### src/core/nvs_defines.vh
// Purpose: constants for the nonvolatile memory host controller
// Assumes: 100 MHz mclk, 10 ns period
// Notes: times are kept in their own units, cycle counts derive from them
`ifndef NVS_DEFINES_VH
`define NVS_DEFINES_VH

`define NVS_CLK_NS 10
// Unlock address sequence, lower 14 bits
`define NVS_SEQ0 14'h0E38
`define NVS_SEQ1 14'h31C7
`define NVS_SEQ2 14'h03E0
`define NVS_SEQ3 14'h3C1F
`define NVS_SEQ4 14'h303F
`define NVS_SEQ_STORE 14'h0FC0
`define NVS_SEQ_RECALL 14'h0C63
`define NVS_SEQ_LEN 3'h6
// Longest nonvolatile durations
`define NVS_STORE_MS 10
`define NVS_RECALL_US 20
`define NVS_PWRUP_US 550
`define NVS_STORE_CYC (`NVS_STORE_MS * 1000000 / `NVS_CLK_NS)
`define NVS_RECALL_CYC (`NVS_RECALL_US * 1000 / `NVS_CLK_NS)
`define NVS_PWRUP_CYC (`NVS_PWRUP_US * 1000 / `NVS_CLK_NS)
// Bus access phase timer loads in cycles; each phase lasts one cycle more
`define NVS_SETUP_CYC 4'h1
`define NVS_PULSE_CYC 4'h5
`define NVS_GAP_CYC 4'h2

`endif

### src/core/nvs_wait_timer.v
// Purpose: down counter that holds a busy level for a loaded cycle count
// Assumes: load is a one-cycle pulse
// Notes: reused for bus phases and nonvolatile busy windows
`timescale 1ns/1ns
`default_nettype none
module nvs_wait_timer #(
	parameter WIDTH = 24
) (
	// Clock and reset
	input wire mclk,
	input wire reset_n,
	// Control
	input wire load,
	input wire [WIDTH-1:0] count,
	// Status
	output wire busy
);
	reg [WIDTH-1:0] remain;

	// Load wins over the running count
	always @(posedge mclk) begin
		if (!reset_n) begin
			remain <= {WIDTH{1'b0}};
		end else if (load) begin
			remain <= count;
		end else if (remain != {WIDTH{1'b0}}) begin
			remain <= remain - {{(WIDTH-1){1'b0}}, 1'b1};
		end
	end

	assign busy = (remain != {WIDTH{1'b0}});
endmodule
`default_nettype wire

### src/core/nvs_host_ctrl.v
// Purpose: host controller driving an asynchronous nonvolatile SRAM
// Assumes: inputs synchronous to mclk; one command at a time
// Notes: issues reads, writes and the six-read store or recall unlock
//
// What this block does
// - Write enable high on reads, low on writes
// - Issue six unlock reads in fixed order
// - Store order ends at 0FC0, launches copy
// - Recall order ends at 0C63, launches transfer
// - Write enable stays high across unlock
// - One chip-select pulse per unlock read
// - Supply loss aborts the unlock sequence; no other access intervenes
`timescale 1ns/1ns
`default_nettype none
`include "nvs_defines.vh"
module nvs_host_ctrl #(
	parameter ADDR_W = 15,
	parameter DATA_W = 8,
	parameter TIMER_W = 24,
	parameter STORE_CYC = `NVS_STORE_CYC,
	parameter RECALL_CYC = `NVS_RECALL_CYC,
	parameter PWRUP_CYC = `NVS_PWRUP_CYC
) (
	// Clock and reset
	input wire mclk,
	input wire reset_n,
	// User command port
	input wire cmdValid,
	output wire cmdReady,
	input wire [1:0] cmdOp,
	input wire [ADDR_W-1:0] cmdAddr,
	input wire [DATA_W-1:0] cmdWdata,
	output reg rspValid,
	output reg [DATA_W-1:0] rspRdata,
	// Supply status
	input wire supplyOk,
	// Memory pins
	output reg memCs_n,
	output reg memWe_n,
	output reg memOe_n,
	output reg [ADDR_W-1:0] address_bus,
	input wire [DATA_W-1:0] data_bus_in,
	output reg [DATA_W-1:0] data_bus_out,
	output reg data_bus_oe
);
	// Command codes
	localparam [1:0] OP_READ = 2'h0;
	localparam [1:0] OP_WRITE = 2'h1;
	localparam [1:0] OP_STORE = 2'h2;
	localparam [1:0] OP_RECALL = 2'h3;
	// One-hot states
	localparam [5:0] S_PWRUP = 6'h01;
	localparam [5:0] S_IDLE = 6'h02;
	localparam [5:0] S_SETUP = 6'h04;
	localparam [5:0] S_PULSE = 6'h08;
	localparam [5:0] S_GAP = 6'h10;
	localparam [5:0] S_NVBUSY = 6'h20;

	reg [5:0] state;
	reg [5:0] next_state;
	reg [1:0] op;
	reg [2:0] step;
	reg supplyWas;
	reg tLoad;
	reg [TIMER_W-1:0] tCount;
	wire tBusy;

	// ****************************************************
	// Phase and busy timer
	// ****************************************************
	nvs_wait_timer #(.WIDTH(TIMER_W)) uTimer (
		.mclk(mclk),
		.reset_n(reset_n),
		.load(tLoad),
		.count(tCount),
		.busy(tBusy)
	);

	// ****************************************************
	// Unlock address table
	// ****************************************************
	// Top address bit is don't-care to the device, so drive it low
	function [ADDR_W-1:0] unlockAddr;
		input [2:0] idx;
		input isStore;
		begin
			case (idx)
				3'h0: unlockAddr = {{(ADDR_W-14){1'b0}}, `NVS_SEQ0};
				3'h1: unlockAddr = {{(ADDR_W-14){1'b0}}, `NVS_SEQ1};
				3'h2: unlockAddr = {{(ADDR_W-14){1'b0}}, `NVS_SEQ2};
				3'h3: unlockAddr = {{(ADDR_W-14){1'b0}}, `NVS_SEQ3};
				3'h4: unlockAddr = {{(ADDR_W-14){1'b0}}, `NVS_SEQ4};
				default: unlockAddr = isStore ?
					{{(ADDR_W-14){1'b0}}, `NVS_SEQ_STORE} :
					{{(ADDR_W-14){1'b0}}, `NVS_SEQ_RECALL};
			endcase
		end
	endfunction

	wire isUnlock = op[1];
	// Writes and stores refused while supply is low
	wire opAllowed = supplyOk || (cmdOp == OP_READ) || (cmdOp == OP_RECALL);
	assign cmdReady = (state == S_IDLE) && opAllowed;
	wire take = cmdValid && cmdReady;
	wire lastStep = (step == `NVS_SEQ_LEN - 3'h1);

	// ****************************************************
	// State sequencing
	// ****************************************************
	// Next-state choice
	always @* begin
		next_state = state;
		tLoad = 1'b0;
		tCount = {TIMER_W{1'b0}};
		case (state)
			S_PWRUP: begin
				// Wait out power-up recall once supply is good
				if (supplyOk && !supplyWas) begin
					tLoad = 1'b1;
					tCount = PWRUP_CYC[TIMER_W-1:0];
				end else if (supplyOk && !tBusy) begin
					next_state = S_IDLE;
				end
			end
			S_IDLE: begin
				if (take) begin
					next_state = S_SETUP;
					tLoad = 1'b1;
					tCount = {{(TIMER_W-4){1'b0}}, `NVS_SETUP_CYC};
				end
			end
			S_SETUP: begin
				if (!tBusy) begin
					next_state = S_PULSE;
					tLoad = 1'b1;
					tCount = {{(TIMER_W-4){1'b0}}, `NVS_PULSE_CYC};
				end
			end
			S_PULSE: begin
				if (!tBusy) begin
					next_state = S_GAP;
					tLoad = 1'b1;
					tCount = {{(TIMER_W-4){1'b0}}, `NVS_GAP_CYC};
				end
			end
			S_GAP: begin
				if (!tBusy) begin
					if (isUnlock && !lastStep) begin
						// Next unlock read follows with nothing between
						next_state = S_SETUP;
						tLoad = 1'b1;
						tCount = {{(TIMER_W-4){1'b0}}, `NVS_SETUP_CYC};
					end else if (isUnlock) begin
						next_state = S_NVBUSY;
						tLoad = 1'b1;
						tCount = (op == OP_STORE) ? STORE_CYC[TIMER_W-1:0] :
							RECALL_CYC[TIMER_W-1:0];
					end else begin
						next_state = S_IDLE;
					end
				end
			end
			S_NVBUSY: begin
				// Device ignores all access until done, so hold off
				if (!tBusy) begin
					next_state = S_IDLE;
				end
			end
			default: next_state = S_PWRUP;
		endcase
		// Supply loss forces a fresh power-up recall wait
		if (!supplyOk) begin
			next_state = S_PWRUP;
		end
	end

	// State, operation and step registers
	always @(posedge mclk) begin
		if (!reset_n) begin
			state <= S_PWRUP;
			op <= OP_READ;
			step <= 3'h0;
			supplyWas <= 1'b0;
		end else begin
			state <= next_state;
			supplyWas <= supplyOk;
			if (take) begin
				op <= cmdOp;
				step <= 3'h0;
			end else if (state == S_GAP && !tBusy && isUnlock && !lastStep) begin
				step <= step + 3'h1;
			end
		end
	end

	// ****************************************************
	// Pin drive
	// ****************************************************
	// Chip select low only in the pulse phase: one pulse per step
	always @(posedge mclk) begin
		if (!reset_n) begin
			memCs_n <= 1'b1;
			memWe_n <= 1'b1;
			memOe_n <= 1'b1;
			address_bus <= {ADDR_W{1'b0}};
			data_bus_out <= {DATA_W{1'b0}};
			data_bus_oe <= 1'b0;
		end else begin
			memCs_n <= !(next_state == S_PULSE);
			// Address moves only on entry to setup; a held setup must not step it on
			if (take) begin
				address_bus <= cmdOp[1] ? unlockAddr(3'h0, cmdOp == OP_STORE) : cmdAddr;
				data_bus_out <= cmdWdata;
			end else if (state == S_GAP && next_state == S_SETUP) begin
				address_bus <= unlockAddr(step + 3'h1, op == OP_STORE);
			end
			// Write enable set in setup so it is low before chip select
			memWe_n <= !((next_state == S_SETUP || next_state == S_PULSE) &&
				(take ? cmdOp == OP_WRITE : op == OP_WRITE));
			memOe_n <= !(next_state == S_PULSE && op == OP_READ);
			data_bus_oe <= (next_state == S_SETUP || next_state == S_PULSE ||
				next_state == S_GAP) && (take ? cmdOp == OP_WRITE : op == OP_WRITE);
		end
	end

	// ****************************************************
	// Response
	// ****************************************************
	// Read data sampled in the last pulse cycle; unlock ends answer after busy
	always @(posedge mclk) begin
		if (!reset_n) begin
			rspValid <= 1'b0;
			rspRdata <= {DATA_W{1'b0}};
		end else begin
			rspValid <= 1'b0;
			if (state == S_PULSE && !tBusy && op == OP_READ) begin
				rspRdata <= data_bus_in;
			end
			if (state == S_GAP && !tBusy && !isUnlock) begin
				rspValid <= 1'b1;
			end
			if (state == S_NVBUSY && !tBusy) begin
				rspValid <= 1'b1;
			end
		end
	end
endmodule
`default_nettype wire

### config.mk
export PLATFORM = sky130hd
export DESIGN_NAME = nvs_host_ctrl
export DESIGN_NICKNAME = d
export VERILOG_FILES = /design/src/core/nvs_wait_timer.v /design/src/core/nvs_host_ctrl.v
export VERILOG_INCLUDE_DIRS = /design/src /design/src/core
export SDC_FILE = /design/constraint.sdc
export NUM_CORES = 1
export LEC_CHECK = 0
export BUFFER_PORTS_ARGS = -buffer_cell sky130_fd_sc_hd__buf_2
export CAP_MARGIN = 10
export CORE_AREA = 2 2 95 97
export CTS_CLUSTER_DIAMETER = 120
export DETAILED_ROUTE_END_ITERATION = 8
export DIE_AREA = 0 0 97 99
export PLACE_DENSITY = 0.68
export SLEW_MARGIN = 20
export SYNTH_ARGS = -nofsm -noshare
export SYNTH_HDL_FRONTEND = slang
export SYNTH_SLANG_ARGS = --single-unit
### constraint.sdc
create_clock -name mclk -period 3.9 [get_ports mclk]
set_input_delay 0.39 -clock mclk [delete_from_list [all_inputs] [get_ports mclk]]
set_output_delay 0.39 -clock mclk [all_outputs]
set_load 0.01 [all_outputs]
==> summary.txt, run 1 <==
Tot Pwr: 1538 uW
crit-path max FO: 13
Adder-Cell Fraction of Synth Area: 0.02320
GPL Wtd Cong: 0.8822
post-synthesis compound-gate area fraction: 0.2032
H-tree Lvls: 3
share of cells above drive strength 1: 0.2294
vias: 3,451
first-pass GRT wire length: 15,570 um
port bufs: 73
Initial Util: 0.4415
Crit path arrival time: 2.60 ns
drt initial violations: 130
post-synthesis mux area share: 0.007955
Primary FF master, synth: dfxtp_1
Tightest Pin Transition: 0.9862 ns
Post-CTS Hold Fix Bufs: 0
CP cell instances: nor4_4, o2111ai_1, buf_4, a31oi_1, and2_1, a21oi_1
ys async rst share: 0
Post-CTS Setup Repair Bufs: 0
full die area: 9603 um^2
vias in the first global route: 3,335
max_slew headroom: 0.3419
clock root cell: clkbuf_8
Syn Area/Cell: 8.389 um^2
Register Area: 1441 um^2
VDD IR max: 0.0002033 V
wire per inst: 14.55 um
fin nets: 563
Yosys cell types: 64
register area share after synthesis: 0.3818
Die Ht: 99 um
final setup TNS: 0 ns
Vias/cell: 5.469
cells after synthesis: 450
Reg clk slew, reported paths: 0.08 ns
CP max stage cell: o2111ai_1
Synth Area in Simple Gates: 0.2937
status: completed
Worst setup SP type: flop
Worst Path Buf+Inv: 1
Post-Layout Cell Count: 631
post-layout util: 0.5101
CP endpoint kind: flop
drt pass-1 iters: 4
Slew Limit Fails: 0
drt total wl: 9183 um
# resized after CTS: 0
Period minus WS final: 2.396 ns
antenna violations before repair: 0
Hold Crit Class: input pin to flop
Clock Skew: 0.008287 ns
CTS Buffer Depth: 2
CP top delay family: compound AO/OA/AOI/OAI gates
largest net degree at the start of global routing: 49
Fin. Hold Viols: 0
DP HPWL: 6753 um
EDFF count, synth: 0
clock sink count: 72
gr usage total: 0.1963
Congestion Overflow GR: 0
syn nets: 494
FMAX: 417.3 MHz
MaxCap Viol Count: 0
CP Data Required Time: 4.10 ns
RSZ-0062 raised after global routing: false
XOR/XNOR Fraction of Synth Area: 0.05336
PD cells: 352.7 nW/um^2
placed insts: 616
synthesized area: 3775 um^2
Layout fillers: 839
period utilization: 0.6144
leakage: 0.001737 uW
multi-input logic area: 2195 um^2
cell row count: 34
YS warnings: 0
main combinational cell family by area after synthesis: simple AND/OR/NAND/NOR gates
CP max stage delay: 0.56 ns
final setup vio count: 0
Worst-Skew Late Latency: 0.34 ns
worst hold slack: 0.2838 ns
Num CTS Buffers: 9
post-synthesis register bit count: 72
Inserted Diodes: 0
Routed Antenna Nets: 0
WS Path Type: flop to flop
Area Growth Syn to Fin: 15.55%
# DRC: 0
Die Width: 97 um
Core ar.: 8551 um^2
TritonCTS clock tree: yes
Ports: 74
layout by cell type (no fill, tap or decap), types with 8 or more instances in the layout:
cell type  synthesis  layout
xnor2_1           14      14
a21oi_1           29      29
a21boi_0          11      11
o21ai_1            8       8
nand3_1           15      15
buf_2              9      73
inv_1              9       9
nand2_1           66      66
o21ai_0           14      14
nor2_1            43      43
nor2b_1            8       8
a21boi_1           9       9
dfxtp_1           72      72
clkbuf_8           0       9
xor2_1             9       9
nor3_1            11      11
where the power goes:
group	total [uW]	switching [uW]	internal (uW)	leakage [uW]
sequential	791	32.3	759	0.000584
clock	508	283	225	0.0000886
combinational	239	133	106	0.00106
total	1540	449	1090	0.00174
synthesized netlist by cell type (4+ instances only):
library cell	n	area (um^2)
xnor2_1	14	122.6
or3_1	4	25.02
o21ai_0	14	70.07
a21o_1	4	30.03
inv_1	9	33.78
nand2_1	66	247.7
a21boi_1	9	67.56
nor2_1	43	161.4
xor2_1	9	78.83
nand4_1	6	37.54
nor4_1	6	37.54
o21ai_1	8	40.04
o211ai_1	5	37.54
nand2b_1	5	31.28
ha_1	7	87.58
nand3_1	15	75.07
clkbuf_1	7	26.28
buf_2	9	45.04
o21a_1	4	30.03
a21oi_1	29	145.1
a21boi_0	11	82.58
nor3_1	11	55.05
a31oi_1	6	37.54
nor2b_1	8	50.05
dfxtp_1	72	1441
stage by stage:
| stage | setup slack, ns | area, um^2 |
|---|---|---|
| after floorplan | 1.906 | 3775 |
| after global placement | 1.532 | 4200 |
| after detailed placement | 1.524 | 4200 |
| after CTS | 1.496 | 4362 |
| after global routing | 1.196 | 4362 |
| final | 1.504 | 4362 |
cells by family (layout without fill, tap and decap cells):
kind of cell	after synthesis	after routing
and+or+nand+nor	201	201
AOI/OAI and AO/OA	116	116
DFF	72	72
buffers and inverters	28	101
xor gates and xnor gates	23	23
adders and majority gates	7	7
muxes	3	3
worst register-to-register path: cells and delay by family, from the launching register on:
kind,cells,cell delay (ns)
compound gates,3,0.82
simple gates,2,0.63
flops,1,0.43
buf+inv,1,0.38
final cells by class:
class | instances | area share
clock buffer | 9 | 0.02840
clock inverter | 6 | 0.008606
inverter | 9 | 0.007745
multi-input combinational | 350 | 0.5032
sequential | 72 | 0.3305
tap | 108 | 0.03098
timing repair buffer | 77 | 0.09065
flip-flops by register name (all words and copies together), names as in the netlist:
register / flops
memWe_n: 1
rspValid: 1
memOe_n: 1
memCs_n: 1
op: 2
rspRdata: 8
supplyWas: 1
data_bus_out: 8
state: 6
address_bus: 15
uTimer.remain: 24
data_bus_oe: 1
step: 3
path summary, 6_finish.rpt:
kind | slack, ns | depth (start not counted) | start | to
worst min-delay path | 0.28 | 2 | cmdAddr[6] | address_bus[6]
worst min register to register | 0.45 | 2 | rspRdata[1] | rspRdata[1]
worst max register to register | 1.50 | 6 | state[3] | uTimer.remain[10]
worst max-delay path | 1.50 | 6 | state[3] | uTimer.remain[10]
per-layer routing:
layer	track usage	share of wire	vias up	routed length (um)
met3	0.06028	0.072	8	657
met5	0	0	-	0
met2	0.3232	0.46	114	4208
met1	0.2542	0.46	1595	4259
li1	-	-	1734	-
met4	0.04550	0.0062	0	57
Power figures use the tool's default switching activity.
==> run 2: changes to the inputs <==
--- a/config.mk
+++ b/config.mk
@@ -12,7 +12,7 @@
 export CTS_CLUSTER_DIAMETER = 120
 export DETAILED_ROUTE_END_ITERATION = 8
 export DIE_AREA = 0 0 97 99
-export PLACE_DENSITY = 0.68
+export PLACE_DENSITY = 0.71
 export SLEW_MARGIN = 20
 export SYNTH_ARGS = -nofsm -noshare
 export SYNTH_HDL_FRONTEND = slang
==> constraint.sdc (replaced) <==
create_clock -name mclk -period 2.2 [get_ports mclk]
set_input_delay 0.22 -clock mclk [delete_from_list [all_inputs] [get_ports mclk]]
set_output_delay 0.22 -clock mclk [all_outputs]
set_load 0.01 [all_outputs]
==> summary.txt, run 2 (synthesis results as in run 1) <==
status: completed (unchanged)
Routed Antenna Nets: 0 (unchanged)
Slew Limit Fails: 0 (unchanged)
Die Ht: 99 um (unchanged)
Vias/cell: 5.436 (was 5.469)
Cell Area, Placed: 4380 um^2 (was 4200 um^2)
Clock Skew: 0.01636 ns (was 0.008287 ns)
clock root cell: clkbuf_8 (unchanged)
Final Cell Area: 4713 um^2 (was 4362 um^2)
largest register by flop count: uTimer.remain (unchanged)
Area Growth Syn to Fin: 24.86% (was 15.55%)
cell row count: 34 (unchanged)
most common cell after layout, fill and taps aside: buf_2 (unchanged)
max reg flops: 24 (unchanged)
TritonCTS clock tree: yes (unchanged)
Worst Path Buf+Inv: 1 (unchanged)
placed insts: 640 (was 616)
FMAX: 463.6 MHz (was 417.3 MHz)
Most common cell on crit path: nor4_4
period utilization: 0.9804 (was 0.6144)
CP cell instances: nor4_4, nand4_1, buf_4, nor4_4, and2b_1, o31ai_1, a211oi_1 (was nor4_4, o2111ai_1, buf_4, a31oi_1, and2_1, a21oi_1)
wire per inst: 15.00 um (was 14.55 um)
gr usage total: 0.2043 (was 0.1963)
vias: 3,588 (was 3,451)
Core ar.: 8551 um^2 (unchanged)
Pint: 2145 uW (was 1089 uW)
max_slew headroom: 0.6377 (was 0.3419)
DP HPWL: 7250 um (was 6753 um)
port bufs: 73 (unchanged)
Worst-Skew Late Latency: 0.36 ns (was 0.34 ns)
first-pass GRT wire length: 16,280 um (was 15,570 um)
H-tree Lvls: 3 (unchanged)
Worst setup SP type: flop (unchanged)
Die Width: 97 um (unchanged)
leakage: 0.001920 uW (was 0.001737 uW)
GPL Wtd Cong: 0.8713 (was 0.8822)
# DRC: 0 (unchanged)
Sw Ratio: 0.2924 (was 0.2918)
drt total wl: 9899 um (was 9183 um)
Period minus WS final: 2.157 ns (was 2.396 ns)
fin nets: 591 (was 563)
full die area: 9603 um^2 (unchanged)
MaxCap Viol Count: 0 (unchanged)
Initial Util: 0.4415 (unchanged)
CP endpoint kind: flop (unchanged)
Ports: 74 (unchanged)
clock sink count: 72 (unchanged)
CP Data Required Time: 2.46 ns (was 4.10 ns)
drt initial violations: 122 (was 130)
largest net degree at the start of global routing: 29 (was 49)
Inserted Diodes: 0 (unchanged)
final setup vio count: 0 (unchanged)
Fin. Hold Viols: 0 (unchanged)
Reg clk slew, reported paths: 0.09 ns (was 0.08 ns)
CTS Buffer Depth: 2 (unchanged)
antenna violations before repair: 0 (unchanged)
CP max stage delay: 0.38 ns (was 0.56 ns)
Largest regs: uTimer.remain x24, address_bus x15 (unchanged)
commonest non-fill, non-tap cells in the layout: 73 x buf_2, 69 x dfxtp_1, 65 x nand2_1 (was 73 x buf_2, 72 x dfxtp_1, 66 x nand2_1)
WS Path Type: flop to flop (unchanged)
VDD IR max: 0.0004704 V (was 0.0002033 V)
drt pass-1 iters: 4 (unchanged)
Comb power frac: 0.163 (was 0.155)
Tightest Pin Transition: 0.5435 ns (was 0.9862 ns)
CP top delay family: simple AND/OR/NAND/NOR gates (was compound AO/OA/AOI/OAI gates)
share of cells above drive strength 1: 0.2862 (was 0.2294)
Num CTS Buffers: 9 (unchanged)
vias in the first global route: 3,556 (was 3,335)
Seq pwr share: 0.463 (was 0.514)
Net Switching: 886.5 uW (was 448.8 uW)
crit-path max FO: 5 (was 13)
Hold Crit Class: input pin to flop (unchanged)
PD cells: 643.3 nW/um^2 (was 352.7 nW/um^2)
Congestion Overflow GR: 0 (unchanged)
Clk pwr share: 0.374 (was 0.330)
Crit path arrival time: 2.42 ns (was 2.60 ns)
CP max stage cell: nor4_4 (was o2111ai_1)
Post-Layout Cell Count: 660 (was 631)
==> run 2: cell count changes in the layout (fill, tap and decap cells not counted), moves of 2 or more <==
cell and delta:
nor4_1 -2, inv_6 +3, buf_4 +27, dfxtp_1 -3
dfxtp_2 +3, nor4_4 +3, clkinv_2 -4
==> run 2: area by class of cell <==
| cell class | instances | area (um^2) |
|---|---|---|
| inverters | 9 | 33.78 |
| clock inverters | 6 | 72.57 |
| flip-flops and latches | 72 | 1445 |
| multi-input cells | 350 | 2271 |
| clock buffers | 10 | 137.6 |
| repair buffers | 105 | 618.1 |
| fillers | 811 | 3837 |
| well taps | 108 | 135.1 |
==> run 2: path summary, 6_finish.rpt <==
kind                           from           endpoint  slack (ns)  depth (start not counted)
setup / recovery  uTimer.remain[19]  uTimer.remain[19]        0.04                          7
hold / removal          cmdWdata[2]    data_bus_out[2]         0.1                          3
setup reg to reg  uTimer.remain[19]  uTimer.remain[19]        0.04                          7
hold reg to reg         rspRdata[5]        rspRdata[5]        0.45                          2
==> run 2: metrics by stage <==
stage | utilization | setup slack [ns] | power (uW) | setup TNS (ns) | hold slack (ns)
6_report | 0.5512 | 0.04311 | 3032 | 0 | 0.09651
3_5_place_dp | 0.5123 | 0.01348 | 1897 | 0 | 0.4406
4_1_cts | 0.5369 | 0.003871 | 3006 | 0 | 0.09517
3_3_place_gp | 0.5123 | 0.06904 | 1884 | 0 | 0.4354
2_1_floorplan | - | 0.2061 | 1752 | 0 | 0.3417
5_1_grt | 0.5512 | -0.07622 | 3164 | -0.07622 | 0.09450
==> run 2: timing repair <==
action / in CTS / in global routing
setup endpoints to repair: 0 / 55
hold buffers: 0 / 0
resized for setup: 0 / 15
setup buffers: 0 / 4
==> run 2: worst register-to-register path, delay by kind of cell (launching register included) <==
kind	cells	cell delay, ns
simple gates	4	1.14
flops	1	0.37
compound gates	2	0.36
buf+inv	1	0.19
==> run 2: routing by layer <==
metal	up-vias	GRT usage	part of all wire	wire length, um
li1	1784	-	-	-
met1	1687	0.2614	0.46	4552
met2	96	0.3307	0.47	4619
met3	21	0.04823	0.053	526
met4	0	0.08884	0.020	200
met5	-	0	0	0
==> run 2: power groups by stage <==
| stage | sequential (uW) | combinational, uW | clock (uW) |
|---|---|---|---|
| 4_1_cts | 1400 | 469 | 1140 |
| 6_report | 1400 | 493 | 1140 |
| 5_1_grt | 1410 | 549 | 1200 |
| 3_5_place_dp | 1430 | 466 | 0 |
| 3_3_place_gp | 1430 | 455 | 0 |
| 2_1_floorplan | 1420 | 330 | 0 |
==> run 3: changes to the inputs <==
--- a/config.mk
+++ b/config.mk
@@ -8,12 +8,13 @@
 export LEC_CHECK = 0
 export BUFFER_PORTS_ARGS = -buffer_cell sky130_fd_sc_hd__buf_2
 export CAP_MARGIN = 10
-export CORE_AREA = 2 2 95 97
+export CORE_AREA = 2 2 96 98
 export CTS_CLUSTER_DIAMETER = 120
 export DETAILED_ROUTE_END_ITERATION = 8
-export DIE_AREA = 0 0 97 99
+export DIE_AREA = 0 0 98 100
 export PLACE_DENSITY = 0.71
 export SLEW_MARGIN = 20
 export SYNTH_ARGS = -nofsm -noshare
 export SYNTH_HDL_FRONTEND = slang
+export SYNTH_HIERARCHICAL = 1
 export SYNTH_SLANG_ARGS = --single-unit
==> summary.txt, run 3 <==
max reg flops: 24 (unchanged)
Layout fillers: 745 (was 811)
Reg clk slew, reported paths: 0.09 ns (about the same)
Routed Antenna Nets: 0 (unchanged)
post-route setup slack: -0.2367 ns (was 0.04311 ns)
Tot Pwr: 3738 uW (was 3032 uW)
CP endpoint kind: flop (unchanged)
largest net degree at the start of global routing: 23 (was 29)
drt total wl: 12,380 um (was 9899 um)
post-layout util: 0.6345 (was 0.5512)
largest cells by area after synthesis: dfxtp_1 37%, nand2_1 6.0%, nand3_1 3.2% (was dfxtp_1 38%, nand2_1 6.6%, nor2_1 4.3%)
Setup Slack @ Placement: -0.2692 ns (was 0.01348 ns)
DP HPWL: 8700 um (was 7250 um)
Core ar.: 8890 um^2 (was 8551 um^2)
Initial Util: 0.4341 (was 0.4415)
Tightest Pin Transition: 0.5904 ns (was 0.5435 ns)
Worst setup SP type: flop (unchanged)
Largest regs: uTimer/remain x24, address_bus x15 (was uTimer.remain x24, address_bus x15)
Inserted Diodes: 0 (unchanged)
clock root cell: clkbuf_8 (unchanged)
Register Area: 1444 um^2 (was 1445 um^2)
cell row count: 35 (was 34)
Pint: 2507 uW (was 2145 uW)
status: finished with violations (was completed)
Die Ht: 100 um (was 99 um)
dominant cell type by area after synthesis: dfxtp_1 (unchanged)
drt initial violations: 203 (was 122)
Clk pwr share: 0.298 (was 0.374)
vias: 4,273 (was 3,588)
YS warnings: 6 (was 0)
share of cells above drive strength 1: 0.3963 (was 0.2862)
HP Start: cmdWdata[3] (was cmdWdata[2])
FMAX: 410.4 MHz (was 463.6 MHz)
port bufs: 73 (unchanged)
count leader, synth: dfxtp_1 (unchanged)
Syn Area/Cell: 8.280 um^2 (was 8.389 um^2)
failing checks: negative setup slack
crit-path max FO: 8 (was 5)
fin nets: 681 (was 591)
largest register by flop count: uTimer/remain (was uTimer.remain)
PD cells: 662.7 nW/um^2 (was 643.3 nW/um^2)
Congestion Overflow GR: 0 (unchanged)
GPL Wtd Cong: 0.8655 (was 0.8713)
CP Data Required Time: 2.44 ns (was 2.46 ns)
synthesized area: 3859 um^2 (was 3775 um^2)
WS Path Type: flop to flop (unchanged)
EDFF count, synth: 0 (unchanged)
gr usage total: 0.2414 (was 0.2043)
final setup vio count: 51 (was 0)
# DRC: 0 (unchanged)
vias in the first global route: 4,172 (was 3,556)
drt pass-1 iters: 5 (was 4)
Comb power frac: 0.318 (was 0.163)
Commonest cells post-synth: 72 x dfxtp_1, 62 x nand2_1, 32 x nor2_1 (was 72 x dfxtp_1, 66 x nand2_1, 43 x nor2_1)
TritonCTS clock tree: yes (unchanged)
Net Switching: 1230 uW (was 886.5 uW)
crit path from: uTimer/remain[0] (was uTimer.remain[19])
RSZ-0062 raised after global routing: true
max_slew headroom: 0.5962 (was 0.6377)
worst r2r src: uTimer/remain[0] (was uTimer.remain[19])
Yosys cell types: 65 (was 64)
multi-input logic area: 2569 um^2 (was 2271 um^2)
register area share after synthesis: 0.3735 (was 0.3818)
Num CTS Buffers: 9 (unchanged)
Fin. Hold Viols: 0 (unchanged)
most common cell after layout, fill and taps aside: buf_4 (was buf_2)
Primary FF master, synth: dfxtp_1 (unchanged)
first-pass GRT wire length: 19,430 um (was 16,280 um)
Seq pwr share: 0.384 (was 0.463)
placed insts: 720 (was 640)
ys async rst share: 0 (unchanged)
Clock Skew: 0.01922 ns (was 0.01636 ns)
full die area: 9800 um^2 (was 9603 um^2)
antenna violations before repair: 0 (unchanged)
Sw Ratio: 0.3291 (was 0.2924)
cells after synthesis: 466 (was 450)
Ports: 74 (unchanged)
Post-CTS Hold Fix Bufs: 0 (unchanged)
Hold Crit Class: input pin to flop (unchanged)
Worst-Skew Late Latency: 0.36 ns (about the same)
commonest non-fill, non-tap cells in the layout: 94 x buf_4, 73 x buf_2, 70 x dfxtp_1 (was 73 x buf_2, 69 x dfxtp_1, 65 x nand2_1)
Post-Layout Cell Count: 752 (was 660)
Crit path arrival time: 2.67 ns (was 2.42 ns)
leakage: 0.002531 uW (was 0.001920 uW)
Die Width: 98 um (was 97 um)
wire per inst: 16.46 um (was 15.00 um)
post-synth top area share: 0.3735 (was 0.3818)
CTS Buffer Depth: 2 (unchanged)
Period minus WS final: 2.437 ns (was 2.157 ns)
Vias/cell: 5.682 (was 5.436)
period utilization: 1.108 (was 0.9804)
clock sink count: 72 (unchanged)
H-tree Lvls: 3 (unchanged)
post-synthesis register bit count: 72 (unchanged)
Cell Area, Placed: 5091 um^2 (was 4380 um^2)
Area Growth Syn to Fin: 46.17% (was 24.86%)
Final Cell Area: 5640 um^2 (was 4713 um^2)
MaxCap Viol Count: 0 (unchanged)
Slew Limit Fails: 0 (unchanged)
VDD IR max: 0.0003134 V (was 0.0004704 V)
-- run 3: cell count changes in the layout (fill, tap and decap cells not counted), moves of 10 or more --
cell,change
a21oi_1,-16
o21ai_0,-11
o31ai_1,+10
nor2_1,-14
nand2_1,-10
buf_4,+63
-- run 3: area by class of cell --
cell class / count / share of cell area
Multi-Input combinational cell: 362 / 0.4554
Clock buffer: 9 / 0.02196
Timing Repair Buffer: 179 / 0.2198
Tap cell: 111 / 0.02462
Inverter: 12 / 0.008429
Clock inverter: 7 / 0.01375
Sequential cell: 72 / 0.2560
-- run 3: layer usage --
layer / share of wire / vias to the layer above / track usage / wire (um)
met4: 0.026 / 0 / 0.08440 / 327
met2: 0.51 / 169 / 0.4320 / 6314
met5: 0 / - / 0 / 0
met3: 0.063 / 34 / 0.05292 / 774
li1: - / 2031 / - / -
met1: 0.40 / 2039 / 0.2858 / 4963
-- run 3: logic make-up (layout without fill, tap and decap cells) --
logic type / Yosys count / in the layout / share of synthesized area
buffers and inverters: 38 / 207 / 0.04248
AO/OA/AOI/OAI: 93 / 93 / 0.1676
XOR/XNOR: 20 / 20 / 0.04540
flip-flops: 72 / 72 / 0.3735
AND/OR/NAND/NOR: 223 / 223 / 0.3155
multiplexers: 11 / 11 / 0.02854
adder cells (fa/ha/maj): 8 / 8 / 0.02594
other: 1 / 7 / 0.0009718
-- run 3: timing repair --
item	4_1_cts	5_1_grt
gates resized for setup	23	40
setup endpoints to repair	51	56
gates cloned	1	0
hold endpoints to repair	0	0
pin swaps	12	16
setup buffers	7	10
-- run 3: through the flow --
stage / TNS [ns] / hold slack [ns]
floorplan: -0.4724 / 0.3374
CTS: -1.085 / 0.08542
detailed placement: -6.711 / 0.4394
global placement: -2.910 / 0.4352
global route: -11.18 / 0.07741
finish: -5.716 / 0.09414
-- run 3: path summary, 6_finish.rpt --
check | endpoint | slack, ns | depth (start not counted)
hold / removal | data_bus_out[3] | 0.09 | 3
setup reg to reg | uTimer/remain[0] | -0.24 | 14
hold reg to reg | data_bus_out[5] | 0.45 | 2
setup / recovery | uTimer/remain[0] | -0.24 | 14
-- run 3: worst max-delay path, stage by stage, from the launching register on --
cell	delay, ns
dfxtp_2	0.33
inv_2	0.07
ha_4	0.13
nor4b_4	0.27
and4_4	0.31
nand2_4	0.08
nand4bb_4	0.23
nor2_4	0.14
nor3_1	0.05
nand3_1	0.08
buf_6	0.16
inv_4	0.05
nand2_4	0.09
nor3_1	0.06
a221o_1	0.26
-- run 3: power groups by stage --
stage	combinational (uW)	sequential [uW]	clock [uW]
floorplan	567	1480	0
global placement	992	1460	0
detailed placement	1020	1460	0
CTS	1100	1430	1120
global route	1280	1440	1190
finish	1190	1440	1110
